--- config.mk ---
export PLATFORM = sky130hd
export DESIGN_NAME = core_pc_stack_irq_control
export DESIGN_NICKNAME = d
export VERILOG_FILES = /design/src/hdl/core_ctrl_pkg.sv /design/src/hdl/core_pc_stack_irq_control.sv
export VERILOG_INCLUDE_DIRS = /design/src /design/src/hdl
export SDC_FILE = /design/constraint.sdc
export NUM_CORES = 1
export LEC_CHECK = 0
export ABC_AREA = 1
export BUFFER_PORTS_ARGS = -buffer_cell sky130_fd_sc_hd__buf_4
export CAP_MARGIN = 20
export CELL_PAD_IN_SITES_DETAIL_PLACEMENT = 2
export CELL_PAD_IN_SITES_GLOBAL_PLACEMENT = 2
export CORE_MARGIN = 5
export CORE_UTILIZATION = 38
export CTS_BUF_LIST = sky130_fd_sc_hd__clkbuf_8
export CTS_CLUSTER_DIAMETER = 100
export DETAILED_ROUTE_END_ITERATION = 10
export HOLD_SLACK_MARGIN = 0.06
export PLACE_DENSITY_LB_ADDON = 0.1
export REMOVE_ABC_BUFFERS = 1
export SYNTH_ARGS = -nofsm -noshare
export SYNTH_HDL_FRONTEND = slang
export SYNTH_SLANG_ARGS = --single-unit
export TNS_END_PERCENT = 10
--- constraint.sdc ---
create_clock -name hclk -period 3.42 [get_ports hclk]
set_input_delay 1.026 -clock hclk [delete_from_list [all_inputs] [get_ports hclk]]
set_output_delay 1.026 -clock hclk [all_outputs]
set_load 0.01 [all_outputs]
--- src/hdl/core_ctrl_regs.svh ---
// Register indices, field positions, reset values and core constants
// Assumes AHB-Lite word addressing: byte address is four times the index
//
// Behaviour
// - Global enable low blocks every interrupt; high lets enabled sources interrupt.
// - Peripheral sources interrupt only while peripheral_irq_enable is set.
// - Timer overflow interrupts only while timer_overflow_irq_enable is set.
// - External pin interrupts only while ext_pin_irq_enable is set.
// - Pin-change events interrupt only while pin_change_irq_enable is set.
// - Timer overflow sets its flag; only software clears it.
// - External pin event sets its flag; held until software clears it.
// - Any change on pin_zero, pin_one or pin_three sets the pin-change flag.
// - Flags set on their condition regardless of any enable bit.
// - Program counter is 13 bits; only its low byte is bus visible.
// - Writing pc_low_byte loads upper counter bits from pc_high_latch bits 4..0.
// - Invoke and jump clear the top two counter bits; the target fills bits 10..0.
// - Single program page: page-select bits 4..3 are ignored.
// - Every reset clears the program counter.
// - Return stack: 8 entries of 13 bits, pointer hidden from software.
// - Invoke and interrupt vectoring push the program counter.
// - Return instructions pop into the counter; pc_high_latch untouched.
// - Stack wraps circularly; no overflow or underflow status.
// - Window accesses go to the register addressed by indirect_pointer.
// - Pointer zero: window reads 00h and writes change nothing.
// - Effective indirect address is indirect_bank_bit above the 8-bit pointer.
`ifndef CORE_CTRL_REGS_SVH
`define CORE_CTRL_REGS_SVH

`define IDX_WINDOW 8'h00
`define IDX_PC_LOW 8'h02
`define IDX_BANK_SEL 8'h03
`define IDX_POINTER 8'h04
`define IDX_PC_LATCH 8'h0a
`define IDX_IRQ_CTRL 8'h0b
`define IDX_PIRQ_FLAGS 8'h0c
`define IDX_IRQ_CTRL_ALT 8'h8b
`define IDX_PIRQ_ENABLES 8'h8c
`define IDX_POWER_CTRL 8'h8e

`define BIT_GLOBAL_EN 7
`define BIT_PERIPH_EN 6
`define BIT_TMR_EN 5
`define BIT_EXT_EN 4
`define BIT_CHG_EN 3
`define BIT_TMR_FLAG 2
`define BIT_EXT_FLAG 1
`define BIT_CHG_FLAG 0
`define BIT_BANK 7

`define RST_BYTE 8'h00
`define RST_PC 13'h0000
`define IRQ_VECTOR 13'h0004
`define PAGE_MASK 2'b00
`define STACK_DEPTH 8

`endif

--- src/hdl/core_ctrl_pkg.sv ---
// Types shared by the core control block and its surroundings
// Assumes the instruction logic issues at most one operation per clock
package core_ctrl_pkg;

  typedef enum logic [2:0] {
    OP_NONE,
    OP_STEP,
    OP_INVOKE,
    OP_JUMP,
    OP_RETURN,
    OP_VECTOR
  } core_op_t;

  typedef struct packed {
    core_op_t op;
    logic [10:0] target;
  } core_cmd_t;

  typedef struct packed {
    logic timer_overflow;
    logic ext_pin_event;
    logic [2:0] pins;
    logic [7:0] periph_set;
  } irq_events_t;

endpackage : core_ctrl_pkg

--- src/hdl/core_pc_stack_irq_control.sv ---
// Interrupt control, program counter, return stack and indirect window
// Assumes one AHB-Lite master, word transfers, and synchronous core inputs
`timescale 1ns/10ps
`include "core_ctrl_regs.svh"

module core_pc_stack_irq_control (
  input wire logic hclk,
  input wire logic hresetn,
  input wire logic hsel,
  input wire logic [31:0] haddr,
  input wire logic [1:0] htrans,
  input wire logic hwrite,
  input wire logic [2:0] hsize,
  input wire logic [31:0] hwdata,
  input wire logic hready,
  output logic [31:0] hrdata,
  output logic hreadyout,
  output logic hresp,
  input wire core_ctrl_pkg::core_cmd_t core_cmd,
  input wire core_ctrl_pkg::irq_events_t events,
  output logic [12:0] pc,
  output logic irq_request
);
  import core_ctrl_pkg::*;

  ////////////////////////////////////////////////////////////////////////////
  // Bus phase tracking

  logic dp_valid_ff;
  logic dp_write_ff;
  logic dp_mapped_ff;
  logic [7:0] dp_idx_ff;
  logic hready_ff;
  logic [31:0] hrdata_ff;

  wire accept = hsel & htrans[1] & hready;
  wire addr_in_range = (haddr[31:10] == 22'h00_0000) & (haddr[1:0] == 2'b00);

  // One wait state per transfer, so a write lands before any following read
  always_ff @(posedge hclk or negedge hresetn)
  begin
    if (!hresetn)
    begin
      dp_valid_ff <= 1'b0;
      dp_write_ff <= 1'b0;
      dp_mapped_ff <= 1'b0;
      dp_idx_ff <= 8'h00;
      hready_ff <= 1'b1;
    end
    else
    begin
      dp_valid_ff <= accept;
      dp_write_ff <= accept & hwrite;
      dp_mapped_ff <= addr_in_range & (hsize == 3'b010);
      dp_idx_ff <= haddr[9:2];
      hready_ff <= ~accept;
    end
  end

  ////////////////////////////////////////////////////////////////////////////
  // Register storage

  logic [7:0] irq_ctrl_ff;
  logic [7:0] pirq_flags_ff;
  logic [7:0] pirq_enables_ff;
  logic [7:0] pointer_ff;
  logic [7:0] pc_latch_ff;
  logic [7:0] power_ctrl_ff;
  logic bank_ff;
  logic [12:0] pc_ff;
  logic [2:0] pins_prev_ff;
  logic irq_ff;
  logic [2:0] sp_ff;
  logic [12:0] stack_ff [`STACK_DEPTH];

  ////////////////////////////////////////////////////////////////////////////
  // Indirect window resolution

  // The window is no storage; it redirects to {bank, pointer}
  wire via_window = (dp_idx_ff == `IDX_WINDOW);
  wire [8:0] eff_addr = {bank_ff, pointer_ff};
  wire window_null = (pointer_ff == 8'h00);
  // The bank bit has no registers behind it, so bank-one targets are void
  wire [8:0] tgt_addr = via_window ? eff_addr : {1'b0, dp_idx_ff};
  wire tgt_void = via_window & window_null;
  wire [7:0] tgt = tgt_addr[7:0];
  wire tgt_ok = dp_mapped_ff & ~tgt_addr[8] & ~tgt_void;

  wire wr_go = dp_valid_ff & dp_write_ff & tgt_ok;
  wire rd_go = dp_valid_ff & ~dp_write_ff;
  wire [7:0] wbyte = hwdata[7:0];

  wire wr_irq_ctrl = wr_go & ((tgt == `IDX_IRQ_CTRL) | (tgt == `IDX_IRQ_CTRL_ALT));
  wire wr_pirq_flags = wr_go & (tgt == `IDX_PIRQ_FLAGS);
  wire wr_pirq_enables = wr_go & (tgt == `IDX_PIRQ_ENABLES);
  wire wr_pointer = wr_go & (tgt == `IDX_POINTER);
  wire wr_pc_latch = wr_go & (tgt == `IDX_PC_LATCH);
  wire wr_pc_low = wr_go & (tgt == `IDX_PC_LOW);
  wire wr_bank = wr_go & (tgt == `IDX_BANK_SEL);
  wire wr_power = wr_go & (tgt == `IDX_POWER_CTRL);

  ////////////////////////////////////////////////////////////////////////////
  // Read selection

  // A void or unmapped target reads as zero, which also covers pointer zero
  wire [7:0] rd_byte =
    !tgt_ok ? 8'h00 :
    ((tgt == `IDX_IRQ_CTRL) | (tgt == `IDX_IRQ_CTRL_ALT)) ? irq_ctrl_ff :
    (tgt == `IDX_PIRQ_FLAGS) ? pirq_flags_ff :
    (tgt == `IDX_PIRQ_ENABLES) ? pirq_enables_ff :
    (tgt == `IDX_POINTER) ? pointer_ff :
    (tgt == `IDX_PC_LATCH) ? pc_latch_ff :
    (tgt == `IDX_PC_LOW) ? pc_ff[7:0] :
    (tgt == `IDX_BANK_SEL) ? {bank_ff, 7'h00} :
    (tgt == `IDX_POWER_CTRL) ? power_ctrl_ff : 8'h00;

  wire [31:0] nxt_hrdata = rd_go ? {24'h00_0000, rd_byte} : hrdata_ff;

  always_ff @(posedge hclk or negedge hresetn)
  begin
    if (!hresetn)
      hrdata_ff <= 32'h0000_0000;
    else
      hrdata_ff <= nxt_hrdata;
  end

  ////////////////////////////////////////////////////////////////////////////
  // Interrupt flags and enables

  wire pin_change = |(events.pins ^ pins_prev_ff);
  // Flags set on their own condition; enables play no part here
  wire [2:0] flag_set = {events.timer_overflow, events.ext_pin_event, pin_change};

  // A set in the same cycle as a software clear wins
  wire [7:0] ctrl_base = wr_irq_ctrl ? wbyte : irq_ctrl_ff;
  wire [7:0] nxt_irq_ctrl = {ctrl_base[7:3], ctrl_base[2:0] | flag_set};
  wire [7:0] pflag_base = wr_pirq_flags ? wbyte : pirq_flags_ff;
  wire [7:0] nxt_pirq_flags = pflag_base | events.periph_set;

  wire tmr_req = irq_ctrl_ff[`BIT_TMR_EN] & irq_ctrl_ff[`BIT_TMR_FLAG];
  wire ext_req = irq_ctrl_ff[`BIT_EXT_EN] & irq_ctrl_ff[`BIT_EXT_FLAG];
  wire chg_req = irq_ctrl_ff[`BIT_CHG_EN] & irq_ctrl_ff[`BIT_CHG_FLAG];
  wire per_req = irq_ctrl_ff[`BIT_PERIPH_EN] & |(pirq_flags_ff & pirq_enables_ff);
  wire nxt_irq = irq_ctrl_ff[`BIT_GLOBAL_EN] & (tmr_req | ext_req | chg_req | per_req);

  always_ff @(posedge hclk or negedge hresetn)
  begin
    if (!hresetn)
    begin
      irq_ctrl_ff <= `RST_BYTE;
      pirq_flags_ff <= `RST_BYTE;
      pirq_enables_ff <= `RST_BYTE;
      pins_prev_ff <= 3'b000;
      irq_ff <= 1'b0;
    end
    else
    begin
      irq_ctrl_ff <= nxt_irq_ctrl;
      pirq_flags_ff <= nxt_pirq_flags;
      pirq_enables_ff <= wr_pirq_enables ? wbyte : pirq_enables_ff;
      pins_prev_ff <= events.pins;
      irq_ff <= nxt_irq;
    end
  end

  // Pin history starts at zero, so pins held high at reset flag one change

  ////////////////////////////////////////////////////////////////////////////
  // Plain control registers

  always_ff @(posedge hclk or negedge hresetn)
  begin
    if (!hresetn)
    begin
      pointer_ff <= `RST_BYTE;
      pc_latch_ff <= `RST_BYTE;
      power_ctrl_ff <= `RST_BYTE;
      bank_ff <= 1'b0;
    end
    else
    begin
      pointer_ff <= wr_pointer ? wbyte : pointer_ff;
      pc_latch_ff <= wr_pc_latch ? wbyte : pc_latch_ff;
      power_ctrl_ff <= wr_power ? wbyte : power_ctrl_ff;
      bank_ff <= wr_bank ? wbyte[`BIT_BANK] : bank_ff;
    end
  end

  ////////////////////////////////////////////////////////////////////////////
  // Program counter and return stack

  wire do_push = (core_cmd.op == OP_INVOKE) | (core_cmd.op == OP_VECTOR);
  wire do_pop = (core_cmd.op == OP_RETURN);
  wire [2:0] sp_dec = sp_ff - 3'd1;
  // Wrap-around comes free from the 3-bit pointer, no limit is tracked
  wire [2:0] nxt_sp = do_push ? sp_ff + 3'd1 : do_pop ? sp_dec : sp_ff;
  wire [12:0] pc_inc = pc_ff + 13'd1;
  wire [12:0] push_val = (core_cmd.op == OP_INVOKE) ? pc_inc : pc_ff;
  // Single page: the page bits are masked off before use
  wire [1:0] page = pc_latch_ff[4:3] & `PAGE_MASK;
  wire [12:0] branch_pc = {page, core_cmd.target};

  logic [12:0] nxt_pc;
  always_comb
  begin
    unique case (core_cmd.op)
      OP_NONE: nxt_pc = pc_ff;
      OP_STEP: nxt_pc = pc_inc;
      OP_INVOKE: nxt_pc = branch_pc;
      OP_JUMP: nxt_pc = branch_pc;
      OP_RETURN: nxt_pc = stack_ff[sp_dec];
      OP_VECTOR: nxt_pc = `IRQ_VECTOR;
      default: nxt_pc = pc_ff;
    endcase
    // A bus write of the low byte overrides the core operation
    if (wr_pc_low)
      nxt_pc = {pc_latch_ff[4:0], wbyte};
  end

  always_ff @(posedge hclk or negedge hresetn)
  begin
    if (!hresetn)
    begin
      pc_ff <= `RST_PC;
      sp_ff <= 3'd0;
    end
    else
    begin
      pc_ff <= nxt_pc;
      sp_ff <= nxt_sp;
    end
  end

  // Stack lives outside the register map, so no bus path reaches it
  genvar gi;
  generate
    for (gi = 0; gi < `STACK_DEPTH; gi++)
    begin : g_stack
      always_ff @(posedge hclk or negedge hresetn)
      begin
        if (!hresetn)
          stack_ff[gi] <= `RST_PC;
        else if (do_push && sp_ff == 3'(gi))
          stack_ff[gi] <= push_val;
      end
    end
  endgenerate

  ////////////////////////////////////////////////////////////////////////////
  // Outputs

  assign hrdata = hrdata_ff;
  assign hreadyout = hready_ff;
  assign hresp = 1'b0;
  assign pc = pc_ff;
  assign irq_request = irq_ff;

endmodule : core_pc_stack_irq_control

==> flow_summary.json <==
{
  "status": "finished, final reports clean",
  "total_leakage_power_nw": 5.606,
  "startpoint": "dp_idx_ff[4]",
  "die_h_um": 172.0,
  "largest_register_ffs": 104,
  "final_cell_mix": "320 x nand2_1, 192 x dfrtp_1, 169 x o21ai_0",
  "finalSetupTns_ns": 0,
  "fmax_mhz": 368.1,
  "clock_skew_ns": 0.02206,
  "dieArea_um2": 29580,
  "worstPathMaxFanout": 22,
  "finalHoldViolations": 0,
  "rows": 59,
  "fin_cells": 1665,
  "largest-register": "stack_ff",
  "root_buffer": "clkbuf_8",
  "insertion_delay_ns": 0.49,
  "vias_per_cell": 5.374,
  "min_period_ns": 2.717,
  "hold-worst-slack_ns": 0.4813,
  "startpoint_type": "register",
  "nets": 1427,
  "place_ws_ns": 0.3959,
  "gr-usage-all-layers_pct": 23.83,
  "initial_utilization_pct": 38.48,
  "cp_data_required_time_ns": 3.76,
  "cts.sinks": 193,
  "port_buffers": 98,
  "yosysSeqAreaShare_pct": 48.46,
  "finalWirelength_um": 34530,
  "rrSetupSlack_ns": 0.70,
  "critical_path_class": "reg2reg",
  "antenna_left": 0,
  "worst-endpoint-arrival_ns": 3.06,
  "path_clk_slew_ns": 0.11,
  "placed_cells_incl_taps": 1633,
  "syn_area_um2": 9970,
  "ios": 149,
  "max-slew-margin-rel_pct": 40.56,
  "post_cts_buffers": 0,
  "synth-seq-cells": 193,
  "overflow": 0,
  "worst_pin_slew_ns": 0.8906,
  "vias": 8948,
  "power_density_nw_per_um2": 674.0,
  "synthCells": 1225,
  "synth_top_cell_by_area": "dfrtp_1",
  "synth.top_cell.area_share_pct": 48.19,
  "routedWlPerCell_um": 20.74,
  "setup_viol": 0,
  "design.core.area_um2": 25910,
  "synthToLayoutAreaGrowth_pct": 14.11,
  "hpwl_um": 24390,
  "grt_pass1_wl_um": 54690,
  "chipWidth_um": 172.0,
  "worst_path_max_delay_cell": "nor2_4",
  "r2r_start": "dp_idx_ff[4]",
  "drtIter0Drc": 406,
  "path_cells": "nor2_1 -> nand2_1 -> nor2_4 -> nand2_1 -> nand2_1 -> nor2_4 -> nand3_2 -> nor2_4 -> nor2_2 -> o211ai_1 -> nand3_1",
  "synth_area_leaders": "dfrtp_1 48%, nand2_1 12%, o21ai_0 8.5%",
  "hp-start": "stack_ff[78]",
  "slowest_delay_ns": 0.50,
  "grt_pass1_vias": 9813,
  "period_share_pct": 79.44,
  "yosysWarnings": 0,
  "hold_buffers": 0,
  "crit_path_end_kind": "register",
  "min_path_type": "reg2reg",
  "setup_slack_ns": 0.7032,
  "rsz0062_at_grt": "no",
  "antenna_found_initial": 0,
  "cts_tree": "yes",
  "drc_errors": 0,
  "cts_buffers": 17,
  "drv_slew": 0,
  "cts_resized": 0,
  "cts_max_path_buffers": 2,
  "syn_area_per_cell_um2": 8.138,
  "dr.pass1.iters": 4,
  "h-tree-depth": 4,
  "drive_gt1_share_pct": 16.77,
  "grt_max_degree": 85,
  "synth_cell_types": 50,
  "vdd_ir_drop_max_mv": 0.4697,
  "final_common_cell": "nand2_1",
  "gp_congestion": 0.8144,
  "diodes": 0,
  "maxCapViolations": 0
}
-- critical path: cells and delay by family, from the launching register on --
family / cells / cell delay [ns]
simple gates: 10 / 2.02
compound gates: 1 / 0.16
flops: 1 / 0.36
-- cell type report --
type	count	area (um2)
multi-input cells	891	4439
fillers	2964	14540
repair buffers	125	969.7
flip-flops and latches	193	4831
well taps	335	419.2
clock inverters	14	132.6
clock buffers	18	247.7
inverters	89	336.6
-- routing by layer --
layer | global-route usage [%] | routed length, um | part of all wire, %
met4 | 5.502 | 498 | 1.4
met1 | 30.33 | 15030 | 44
met5 | 0 | 0 | 0
met3 | 2.721 | 691 | 2.0
met2 | 43.48 | 18310 | 53
-- Yosys cell counts, drive strengths merged --
master	count
o221ai	6
xnor2	2
a22oi	8
o211ai	10
nor2	120
and2	1
buf	45
a31oi	12
a21oi	19
nand3b	14
clkinv	4
or4	2
a22o	1
clkbuf	31
mux2i	1
nand4	8
inv	85
a21boi	2
nand2	337
a32oi	1
ha	9
dfrtp	192
o22ai	15
o21ai	209
and3	1
xor2	13
nor4	6
nand3	53
or3b	1
conb	1
nor3	13
a211o	2
dfstp	1
-- final timing paths --
kind,cells after the start,endpoint
min in group asynchronous,1,dp_idx_ff[4]
setup / recovery,11,pc[1]
hold reg to reg,2,stack_ff[78]
hold / removal,2,stack_ff[78]
max in group asynchronous,2,stack_ff[19]
setup reg to reg,11,pc[1]
-- cells by family (layout without fill, tap and decap cells) --
family | Yosys count | after routing | synth area share [%]
AO/OA/AOI/OAI | 285 | 285 | 16.21
XOR/XNOR | 15 | 15 | 1.318
adder cells (fa/ha/maj) | 9 | 9 | 1.130
buffers and inverters | 165 | 246 | 7.919
flip-flops | 193 | 193 | 48.46
multiplexers | 1 | 1 | 0.1004
other | 1 | 25 | 0.03761
AND/OR/NAND/NOR | 556 | 556 | 24.82
-- report_power, final --
group          internal, mW  switching (mW)
clock network         0.611           0.908
logic                 0.975            1.88
registers              2.90           0.398
total                  4.48            3.18
-- stage by stage --
stage,cell area (um2),utilization [%],power (mW)
2_1_floorplan,9607,-,4.936
3_3_place_gp,11000,42.44,6.018
3_5_place_dp,11000,42.44,6.196
4_1_cts,11380,43.90,7.767
5_1_grt,11380,43.90,8.249
6_report,11380,43.90,7.668
Power figures use the tool's default switching activity.
